[src/common/tosc_pkg.sv]
// package for the trace output and session control block
// assumes: one APB bus, one clock, trace sinks answering with valid/ready
package tosc_pkg;
    localparam int ADDR_W = 12;
    localparam logic [11:0] OFF_CTRL = 12'h000;
    localparam logic [11:0] OFF_STAT = 12'h004;
    localparam logic [11:0] OFF_IRQ_STAT = 12'h008;
    localparam logic [11:0] OFF_IRQ_EN = 12'h00c;
    localparam logic [11:0] OFF_IRQ_CLR = 12'h010;
    localparam logic [11:0] OFF_STREAM_ID = 12'h014;
    localparam logic [11:0] OFF_FEAT5 = 12'h018;

    localparam int CTRL_W = 5;
    localparam int CTRL_UNIT_EN = 0;
    localparam int CTRL_TBU_EN = 1;
    localparam int CTRL_ATB_EN = 2;
    localparam int CTRL_IMP_EN = 3;
    localparam int CTRL_VIEW = 4;
    localparam logic [4:0] CTRL_RST = 5'h00;

    localparam int SRC_ID_W = 7;
    localparam logic [6:0] SID_RST = 7'h00;

    localparam int STAT_ENABLED = 0;
    localparam int STAT_OPER = 1;
    localparam int STAT_RECOV = 2;
    localparam int STAT_VIEW = 3;
    localparam int STAT_BUSY = 4;

    localparam int EV_W = 5;
    localparam int EV_OVF = 0;
    localparam int EV_RECOVER = 1;
    localparam int EV_START = 2;
    localparam int EV_END = 3;
    localparam int EV_TRIG = 4;
    localparam logic [4:0] EV_RST = 5'h00;

    localparam int DST_W = 3;
    localparam int DST_TBU = 0;
    localparam int DST_ATB = 1;
    localparam int DST_IMP = 2;

    // bit 0: trigger support, bits 4:1: source identifier width (7)
    localparam logic [31:0] FEAT5_VALUE = 32'h0000000f;

    localparam logic [3:0] ALIGN_LEN = 4'h6;
    localparam logic [7:0] ALIGN_FILL = 8'h00;
    localparam logic [7:0] ALIGN_LAST = 8'h80;
    localparam logic [7:0] SIGNPOST_BYTE = 8'hfe;

    typedef enum logic [1:0] {
        TOSC_DISABLED = 2'b00,
        TOSC_OPERATIVE = 2'b01,
        TOSC_RECOVERING = 2'b10
    } tosc_sess_t;

    typedef enum logic {
        TOSC_AL_IDLE = 1'b0,
        TOSC_AL_EMIT = 1'b1
    } tosc_align_t;
endpackage

[src/design/tosc_top.sv]
// trace output routing and trace session control, APB register slave
// assumes: packet source, retire signals and sinks share pclk; warm_rstn is
// synchronous to pclk and clears the control register and session state, never the output path
//
// Overview of operation
// - stream goes to buffer, ATB or extra output
// - buffer unit enabled: only buffer unit gets bytes
// - buffer unit disabled: ATB and extra outputs
// - ATB trigger and 7-bit source identifier reported
// - all outputs off: bytes count as sent
// - unit always enabled or disabled
// - session spans enable until next disable
// - view filter produces trace when operative
// - operative means enabled and not recovering
// - view filter independent of operative state
// - operative on enable or overflow recovery
// - inoperative on disable or buffer overflow
// - unemittable required packet declares overflow
// - output path survives processor warm reset
// - signpost byte only for control-flow instructions
// - alignment sync first whenever becoming operative
//
// Added by the designer: the APB interface to the registers and the address map.
`timescale 1ns/1ps
`default_nettype none
module tosc_top (
    input wire logic pclk,
    input wire logic presetn,
    input wire logic warm_rstn,
    input wire logic psel,
    input wire logic penable,
    input wire logic pwrite,
    input wire logic [11:0] paddr,
    input wire logic [31:0] pwdata,
    output logic pready,
    output logic [31:0] prdata,
    output logic pslverr,
    input wire logic pkt_valid,
    input wire logic [7:0] pkt_data,
    input wire logic retire_valid,
    input wire logic retire_signpost,
    output logic tbu_valid,
    output logic [7:0] tbu_data,
    input wire logic tbu_ready,
    output logic atb_valid,
    output logic [7:0] atb_data,
    output logic [6:0] atb_id,
    input wire logic atb_ready,
    input wire logic atb_trig_in,
    output logic imp_valid,
    output logic [7:0] imp_data,
    input wire logic imp_ready,
    output logic view_active,
    output logic gen_operative,
    output logic irq
);
    // all state in one struct, registered by one process
    typedef struct packed {
        logic [4:0] ctrl;
        logic [6:0] sid;
        logic [4:0] ev_stat;
        logic [4:0] ev_en;
        tosc_pkg::tosc_sess_t sess;
        logic [2:0] out_vld;
        logic [7:0] out_data;
        logic pready;
        logic pslverr;
        logic [31:0] prdata;
        logic irq;
        logic view;
        logic oper;
    } tosc_top_st_t;

    tosc_top_st_t st_reg;
    tosc_top_st_t st_next;

    logic access, wr, oper, unit_en, slot_free, recover_ok;
    logic sy_v, sp_v, pk_v, want, multi, lost, take, start, al_busy;
    logic [2:0] dest, done_vld, vld_after;
    logic [7:0] byte_sel, al_data;
    logic [4:0] ev, clr;

    // unmapped offsets answer with an error
    function automatic logic addr_hit(input logic [11:0] a);
        return a == tosc_pkg::OFF_CTRL || a == tosc_pkg::OFF_STAT ||
               a == tosc_pkg::OFF_IRQ_STAT || a == tosc_pkg::OFF_IRQ_EN ||
               a == tosc_pkg::OFF_IRQ_CLR || a == tosc_pkg::OFF_STREAM_ID ||
               a == tosc_pkg::OFF_FEAT5;
    endfunction

    // read mux; unmapped reads return zero
    function automatic logic [31:0] rd_word(input logic [11:0] a, input tosc_top_st_t s);
        logic [31:0] w;
        w = 32'h0;
        unique case (a)
            tosc_pkg::OFF_CTRL: w[4:0] = s.ctrl;
            tosc_pkg::OFF_STAT: begin
                w[tosc_pkg::STAT_ENABLED] = s.sess != tosc_pkg::TOSC_DISABLED;
                w[tosc_pkg::STAT_OPER] = s.sess == tosc_pkg::TOSC_OPERATIVE;
                w[tosc_pkg::STAT_RECOV] = s.sess == tosc_pkg::TOSC_RECOVERING;
                w[tosc_pkg::STAT_VIEW] = s.view;
                w[tosc_pkg::STAT_BUSY] = s.out_vld != 3'h0;
            end
            tosc_pkg::OFF_IRQ_STAT: w[4:0] = s.ev_stat;
            tosc_pkg::OFF_IRQ_EN: w[4:0] = s.ev_en;
            tosc_pkg::OFF_STREAM_ID: w[6:0] = s.sid;
            tosc_pkg::OFF_FEAT5: w = tosc_pkg::FEAT5_VALUE;
            default: w = 32'h0;
        endcase
        return w;
    endfunction

    tosc_route u_route (
        .tbu_en(st_reg.ctrl[tosc_pkg::CTRL_TBU_EN]),
        .atb_en(st_reg.ctrl[tosc_pkg::CTRL_ATB_EN]),
        .imp_en(st_reg.ctrl[tosc_pkg::CTRL_IMP_EN]),
        .dest(dest)
    );

    // sync restarts each time generation turns operative
    tosc_align u_align (
        .pclk(pclk),
        .presetn(presetn),
        .start(start),
        .clear(!oper),
        .take(sy_v & take),
        .busy(al_busy),
        .data(al_data)
    );

    // access phase takes one wait state; the write lands on the pready edge
    assign access = psel & penable & !st_reg.pready;
    assign wr = psel & penable & pwrite & st_reg.pready;
    assign clr = (wr && paddr == tosc_pkg::OFF_IRQ_CLR) ? pwdata[4:0] : 5'h0;

    assign oper = st_reg.sess == tosc_pkg::TOSC_OPERATIVE;
    assign unit_en = st_reg.ctrl[tosc_pkg::CTRL_UNIT_EN];
    // each sink clears only its own valid
    assign done_vld = st_reg.out_vld & {imp_ready, atb_ready, tbu_ready};
    assign vld_after = st_reg.out_vld & ~done_vld;
    assign slot_free = vld_after == 3'h0;

    assign sy_v = oper & al_busy;
    assign sp_v = oper & st_reg.view & retire_valid & retire_signpost;
    assign pk_v = oper & pkt_valid;
    assign want = sy_v | sp_v | pk_v;
    assign multi = (sy_v & (sp_v | pk_v)) | (sp_v & pk_v);
    // a single output slot: a second byte or a busy slot means a lost packet;
    // the sync sequencer only waits on a busy slot, since it holds its own byte
    assign lost = (sp_v | pk_v) & (dest != 3'h0) & (multi | !slot_free);
    assign take = want & !lost & (slot_free | (dest == 3'h0));
    assign byte_sel = sy_v ? al_data : (sp_v ? tosc_pkg::SIGNPOST_BYTE : pkt_data);
    // resync only from a quiet cycle with a free slot; a packet in the first operative cycle still collides with the sync
    assign recover_ok = slot_free & !pkt_valid & !(retire_valid & retire_signpost);

    always_comb begin
        st_next = st_reg;
        ev = tosc_pkg::EV_RST;
        start = 1'b0;
        st_next.pready = access;
        st_next.pslverr = access & !addr_hit(paddr);
        if (access & !pwrite) begin
            st_next.prdata = rd_word(paddr, st_reg);
        end
        if (wr && paddr == tosc_pkg::OFF_CTRL) begin
            st_next.ctrl = pwdata[4:0];
        end
        if (wr && paddr == tosc_pkg::OFF_STREAM_ID) begin
            st_next.sid = pwdata[6:0];
        end
        if (wr && paddr == tosc_pkg::OFF_IRQ_EN) begin
            st_next.ev_en = pwdata[4:0];
        end
        // a byte only ever lands in an empty slot
        st_next.out_vld = vld_after;
        if (take && dest != 3'h0) begin
            st_next.out_vld = dest;
            st_next.out_data = byte_sel;
        end
        unique case (st_reg.sess)
            tosc_pkg::TOSC_DISABLED: begin
                if (unit_en) begin
                    st_next.sess = tosc_pkg::TOSC_OPERATIVE;
                    start = 1'b1;
                    ev[tosc_pkg::EV_START] = 1'b1;
                end
            end
            tosc_pkg::TOSC_OPERATIVE: begin
                if (!unit_en) begin
                    st_next.sess = tosc_pkg::TOSC_DISABLED;
                    ev[tosc_pkg::EV_END] = 1'b1;
                end else if (lost) begin
                    st_next.sess = tosc_pkg::TOSC_RECOVERING;
                    ev[tosc_pkg::EV_OVF] = 1'b1;
                end
            end
            tosc_pkg::TOSC_RECOVERING: begin
                if (!unit_en) begin
                    st_next.sess = tosc_pkg::TOSC_DISABLED;
                    ev[tosc_pkg::EV_END] = 1'b1;
                end else if (recover_ok) begin
                    st_next.sess = tosc_pkg::TOSC_OPERATIVE;
                    start = 1'b1;
                    ev[tosc_pkg::EV_RECOVER] = 1'b1;
                end
            end
            default: st_next.sess = tosc_pkg::TOSC_DISABLED;
        endcase
        if (atb_trig_in & st_reg.ctrl[tosc_pkg::CTRL_ATB_EN]) begin
            ev[tosc_pkg::EV_TRIG] = 1'b1;
        end
        // warm reset ends the session but leaves pending sink bytes and the id alone
        if (!warm_rstn) begin
            st_next.ctrl = tosc_pkg::CTRL_RST;
            st_next.sess = tosc_pkg::TOSC_DISABLED;
            start = 1'b0;
        end
        // set beats clear in the same cycle
        st_next.ev_stat = (st_reg.ev_stat & ~clr) | ev;
        st_next.irq = |(st_next.ev_stat & st_next.ev_en);
        st_next.oper = st_next.sess == tosc_pkg::TOSC_OPERATIVE;
        st_next.view = st_next.ctrl[tosc_pkg::CTRL_VIEW] &
                       (st_next.sess != tosc_pkg::TOSC_DISABLED);
    end

    always_ff @(posedge pclk or negedge presetn) begin
        if (!presetn) begin
            st_reg <= '{ctrl: tosc_pkg::CTRL_RST, sid: tosc_pkg::SID_RST,
                        ev_stat: tosc_pkg::EV_RST, ev_en: tosc_pkg::EV_RST,
                        sess: tosc_pkg::TOSC_DISABLED, out_vld: 3'h0, out_data: 8'h00,
                        pready: 1'b0, pslverr: 1'b0, prdata: 32'h0, irq: 1'b0,
                        view: 1'b0, oper: 1'b0};
        end else begin
            st_reg <= st_next;
        end
    end

    // every output is a register field
    assign pready = st_reg.pready;
    assign prdata = st_reg.prdata;
    assign pslverr = st_reg.pslverr;
    assign tbu_valid = st_reg.out_vld[tosc_pkg::DST_TBU];
    assign atb_valid = st_reg.out_vld[tosc_pkg::DST_ATB];
    assign imp_valid = st_reg.out_vld[tosc_pkg::DST_IMP];
    assign tbu_data = st_reg.out_data;
    assign atb_data = st_reg.out_data;
    assign imp_data = st_reg.out_data;
    assign atb_id = st_reg.sid;
    assign view_active = st_reg.view;
    assign gen_operative = st_reg.oper;
    assign irq = st_reg.irq;
endmodule
`default_nettype wire

[src/design/tosc_route.sv]
// sink selection for the trace byte stream
// assumes: enables come from the control register of the same clock
`timescale 1ns/1ps
`default_nettype none
module tosc_route (
    input wire logic tbu_en,
    input wire logic atb_en,
    input wire logic imp_en,
    output logic [2:0] dest
);
    always_comb begin
        dest = 3'h0;
        if (tbu_en) begin
            dest[tosc_pkg::DST_TBU] = 1'b1;
        end else begin
            dest[tosc_pkg::DST_ATB] = atb_en;
            dest[tosc_pkg::DST_IMP] = imp_en;
        end
    end
endmodule
`default_nettype wire

[src/design/tosc_align.sv]
// alignment synchronization byte sequencer
// assumes: start wins over clear; take only while busy
`timescale 1ns/1ps
`default_nettype none
module tosc_align (
    input wire logic pclk,
    input wire logic presetn,
    input wire logic start,
    input wire logic clear,
    input wire logic take,
    output logic busy,
    output logic [7:0] data
);
    typedef struct packed {
        tosc_pkg::tosc_align_t state;
        logic [3:0] cnt;
    } tosc_al_st_t;

    tosc_al_st_t st_reg;
    tosc_al_st_t st_next;

    always_comb begin
        st_next = st_reg;
        unique case (st_reg.state)
            tosc_pkg::TOSC_AL_IDLE: begin
                st_next.cnt = 4'h0;
            end
            tosc_pkg::TOSC_AL_EMIT: begin
                if (take) begin
                    if (st_reg.cnt == tosc_pkg::ALIGN_LEN - 4'h1) begin
                        st_next.state = tosc_pkg::TOSC_AL_IDLE;
                    end
                    st_next.cnt = 4'(st_reg.cnt + 4'h1);
                end
            end
        endcase
        if (clear) begin
            st_next.state = tosc_pkg::TOSC_AL_IDLE;
        end
        if (start) begin
            st_next.state = tosc_pkg::TOSC_AL_EMIT;
            st_next.cnt = 4'h0;
        end
    end

    always_ff @(posedge pclk or negedge presetn) begin
        if (!presetn) begin
            st_reg <= '{state: tosc_pkg::TOSC_AL_IDLE, cnt: 4'h0};
        end else begin
            st_reg <= st_next;
        end
    end

    assign busy = st_reg.state == tosc_pkg::TOSC_AL_EMIT;
    assign data = (st_reg.cnt == tosc_pkg::ALIGN_LEN - 4'h1) ? tosc_pkg::ALIGN_LAST
                                                              : tosc_pkg::ALIGN_FILL;
endmodule
`default_nettype wire

[config.mk]
export PLATFORM = sky130hd
export DESIGN_NAME = tosc_top
export DESIGN_NICKNAME = d
export VERILOG_FILES = /design/src/common/tosc_pkg.sv /design/src/design/tosc_top.sv /design/src/design/tosc_route.sv /design/src/design/tosc_align.sv
export SDC_FILE = /design/constraint.sdc
export NUM_CORES = 1
export LEC_CHECK = 0
export ABC_AREA = 1
export BUFFER_PORTS_ARGS = -buffer_cell sky130_fd_sc_hd__buf_2
export CORE_MARGIN = 2
export CORE_UTILIZATION = 25
export DETAILED_ROUTE_END_ITERATION = 16
export PLACE_DENSITY = 0.44
export SYNTH_ARGS = -nofsm -noshare
export SYNTH_HDL_FRONTEND = slang
export SYNTH_SLANG_ARGS = --single-unit
[constraint.sdc]
create_clock -name pclk -period 2.09 [get_ports pclk]
set_input_delay 0.418 -clock pclk [delete_from_list [all_inputs] [get_ports pclk]]
set_output_delay 0.418 -clock pclk [all_outputs]
set_load 0.05 [all_outputs]
==> results.env <==
FILLERINSTANCES=1409
FLIP_FLOP_COUNT_OF_THE_LARGEST_REGISTER_AFTER_LAYOUT=17
FINAL-HOLD-VIOLATION-COUNT=0
SHARE_OF_FLIP_FLOPS_WITH_AN_ASYNCHRONOUS_SET_OR_RESET_AFTER_SYNTHESIS_PCT=100.0
AVGVIACOUNTPERCELL=4.061
SYNTH_AREA_LEADER_CELL='dfrtp_1'
DRV.MAX_CAP_VIOLATION_COUNT=0
SYNTH_COMPOUND_AREA_SHARE_PCT=12.37
DPL.HPWL_MM=6.383
GR-USAGE-ALL-LAYERS_PCT=11.32
SYNTH_TOP_FAMILY_BY_AREA='simple AND/OR/NAND/NOR gates'
PIN_COUNT=136
WIRE_LENGTH_OF_THE_FIRST_GLOBAL_ROUTING_PASS_MM=12.79
FINISH.NET_COUNT=535
INSERTEDDIODECOUNT=0
POWER_LEAKAGE_nW=1.997
PLACE.PORT_BUFFERS=85
TIMING.CRITICAL_PATH.ARRIVAL_NS=2.02
YOSYS_WARNINGS=0
MULTIPLEXER_SHARE_OF_THE_SYNTHESIZED_AREA_PCT=0.3035
REPORT.POWER.TOTAL_mW=2.276
STATUS='completed'
SHARE_OF_POST_ROUTE_CELLS_WITH_DRIVE_STRENGTH_ABOVE_1_PCT=31.68
POST_SYNTH_AND_OR_NAND_NOR_AREA_FRACTION_PCT=23.94
CTS.HOLD.BUFFERS_ADDED=0
FINALWORSTPATHREQUIREDPERIOD_NS=1.843
MIN_PERIOD_OVER_PERIOD_PCT=88.18
YOSYS-TOP-CELLS-COUNT='nand2_1, buf_4, dfrtp_1'
GRT_SETUP_UNREPAIRED='no'
TRITONCTS='yes'
DRT_ITER0_MARKERS=125
SEQUENTIAL_ELEMENT_SHARE_OF_THE_SYNTHESIZED_AREA_PCT=39.45
WORST_PATH_REQUIRED_TIME_NS=2.26
NUMBER_OF_ANTENNA_VIOLATIONS_AT_THE_FIRST_CHECK_IN_GLOBAL_ROUTING=0
NETLIST_TOP_CELLS_AREA='dfrtp_1, buf_4, nand2_1'
REMAINING_DRC_ERRORS=0
END_KIND='register'
DP_SLACK_NS=0.09335
CTS.REPORTEDPATHS.CLKPINSLEW_NS=0.07
INITIAL_CORE_UTIL_PCT=25.82
SYN-MEAN-INSTANCE-AREA_UM2=8.184
CTS-ROOT-TO-SINK-BUFFERS=2
SETUP-VIOLATIONS-FINAL=0
DESIGN.CORE.AREA_MM2=0.01277
DETAIL_ROUTE.WIRELENGTH_MM=7.770
FINAL_TOTAL_NEGATIVE_SETUP_SLACK_NS=0
GPL.FINAL_WEIGHTED_CONGESTION=0.7756
CELL_COUNT_AFTER_SYNTHESIS=403
POST-ROUTE-WORST-SETUP-SLACK_NS=0.2470
CRIT_PATH_START_KIND='register'
ANT_NETS=0
WORST-PATH-MAX-FANOUT=17
CRIT_TYPE='reg -> reg'
TIMING_MAX_TRANSITION_VIOLATIONS_FINAL=0
NUMBER_OF_BUFFERS_CREATED_BY_CTS=5
CLOCK_LATENCY_LATE_SINK_NS=0.29
NUMBER_OF_FLIP_FLOPS_AND_LATCHES_IN_THE_SYNTHESIZED_NETLIST=52
POSTSYNTH.TOPFLOPCELL='dfrtp_1'
CTS_ROOT_BUFFER='clkbuf_16'
DESIGN.DIE.AREA_MM2=0.01413
NETLIST.AREA_LEADER.SHARE_PCT=39.45
POST_SYNTH_FA_HA_MAJ_AREA_FRACTION_PCT=2.276
DETAILROUTE.VIA_COUNT=2583
DIE_W_UM=118.9
SYNTHXORXNORAREAFRAC_PCT=0.5311
FIN_WORST_SKEW_NS=0.004455
MOST_REPEATED_CELL_IN_THE_GATE_LEVEL_NETLIST_AFTER_SYNTHESIS='nand2_1'
PLACEMENT_ROWS=41
DIE_H_UM=118.9
GLOBALROUTE.TOTALOVERFLOW=0
FINALHOLDWORSTSLACK_NS=0.07312
DRT-WIRELENGTH-PER-CELL_UM=12.22
KIND_OF_PATH_BEHIND_THE_TIGHTEST_HOLD_CHECK='in -> async'
IRDROPWORSTVDD_V=0.0004245
CTS_SINKS=52
SYN_TO_FINAL_GROWTH_PCT=13.85
VIA_COUNT_OF_THE_FIRST_GLOBAL_ROUTING_PASS=2509
SYNTHDISTINCTLIBCELLS=35
SYNTH_EDF_COUNT=0
DRT-PASS1-ITER-COUNT=4
ACHIEVABLE-FREQUENCY_MHz=542.6
GRT_START_MAX_NET_PINS=21
PWRDENS_mW_PER_MM2=606.1
HTREEDEPTH=2
NETLIST_AREA_MM2=0.003298
==> per-stage QoR <==
| stage | area [um^2] | std cells | utilization, % |
|---|---|---|---|
| floorplan | 3388 | 427 | - |
| global placement | 3606 | 629 | 28.23 |
| detailed placement | 3606 | 629 | 28.23 |
| CTS | 3744 | 636 | 29.31 |
| global route | 3755 | 636 | 29.40 |
| finish | 3755 | 636 | 29.40 |
==> final timing paths <==
check                      startpoint           endpoint  slack (ns)  cells after the start
max                        st_reg[49]        atb_data[3]        0.25                     12
min                           presetn  u_align.st_reg[1]        0.07                      1
max reg2reg                st_reg[49]        atb_data[3]        0.25                     12
min reg2reg                 prdata[5]          prdata[5]        0.48                      2
max in group asynchronous     presetn         st_reg[50]        1.42                      2
min in group pclk           pwdata[5]          atb_id[5]        0.38                      3
==> area by class of cell <==
type                       instances  area (um^2)  share of cell area, %
inverter                          52        195.2                  5.198
clock buffer                       5        125.1                  3.332
sequential                        52         1301                  34.66
tap                              172        215.2                  5.731
clock inverter                     2        12.51                 0.3332
multi-input combinational        258         1405                  37.42
timing repair buffer              95        500.5                  13.33
==> cell families after synthesis <==
kind of cell             Yosys count
buffers and inverters            117
multiplexers                       1
flip-flops                        52
other                              1
adder cells (fa/ha/maj)            6
XOR/XNOR                           2
AO/OA/AOI/OAI                     67
AND/OR/NAND/NOR                  157
==> repair_timing <==
action,in CTS,in global routing
setup endpoints to repair,0,11
gates resized for setup,0,2
buffers inserted,0,0
==> cells in the final DEF, fill, tap and decap left out, drive strengths merged, types with 8 or more instances in the layout <==
| cell type | instances |
|---|---|
| buf | 95 |
| dfrtp | 52 |
| nand2 | 90 |
| nor2 | 25 |
| a21oi | 13 |
| o21ai | 41 |
| nand3 | 27 |
| conb | 25 |
| inv | 52 |
| nor3 | 8 |
==> routing by layer <==
layer | wire, um | GRT usage [%] | vias up
met2 | 3589 | 18.03 | 67
met4 | 77 | 2.679 | 0
li1 | - | - | 1330
met3 | 383 | 2.634 | 5
met1 | 3719 | 15.56 | 1181
met5 | 0 | 0 | -
==> power breakdown <==
group	total [mW]	internal [mW]	leakage [nW]	switching, mW
Clock	0.793	0.435	0.0657	0.357
Combinational	0.434	0.0846	1.24	0.349
Sequential	1.05	1.03	0.688	0.0175
Total	2.28	1.55	2.00	0.724
==> worst max-delay path, cell delays in order, from the launching register on <==
cell and delay (ns):
dfrtp_1 0.39, inv_1 0.09, ha_2 0.23, nand2_2 0.10, nor2_4 0.05, nand2_2 0.05, nand3_2 0.08, nand2_2 0.12
nand2_4 0.07, a21oi_4 0.21, nand2_8 0.16, nand2_1 0.11, o21ai_2 0.05
No activity file was read; power rests on OpenSTA's default activity.
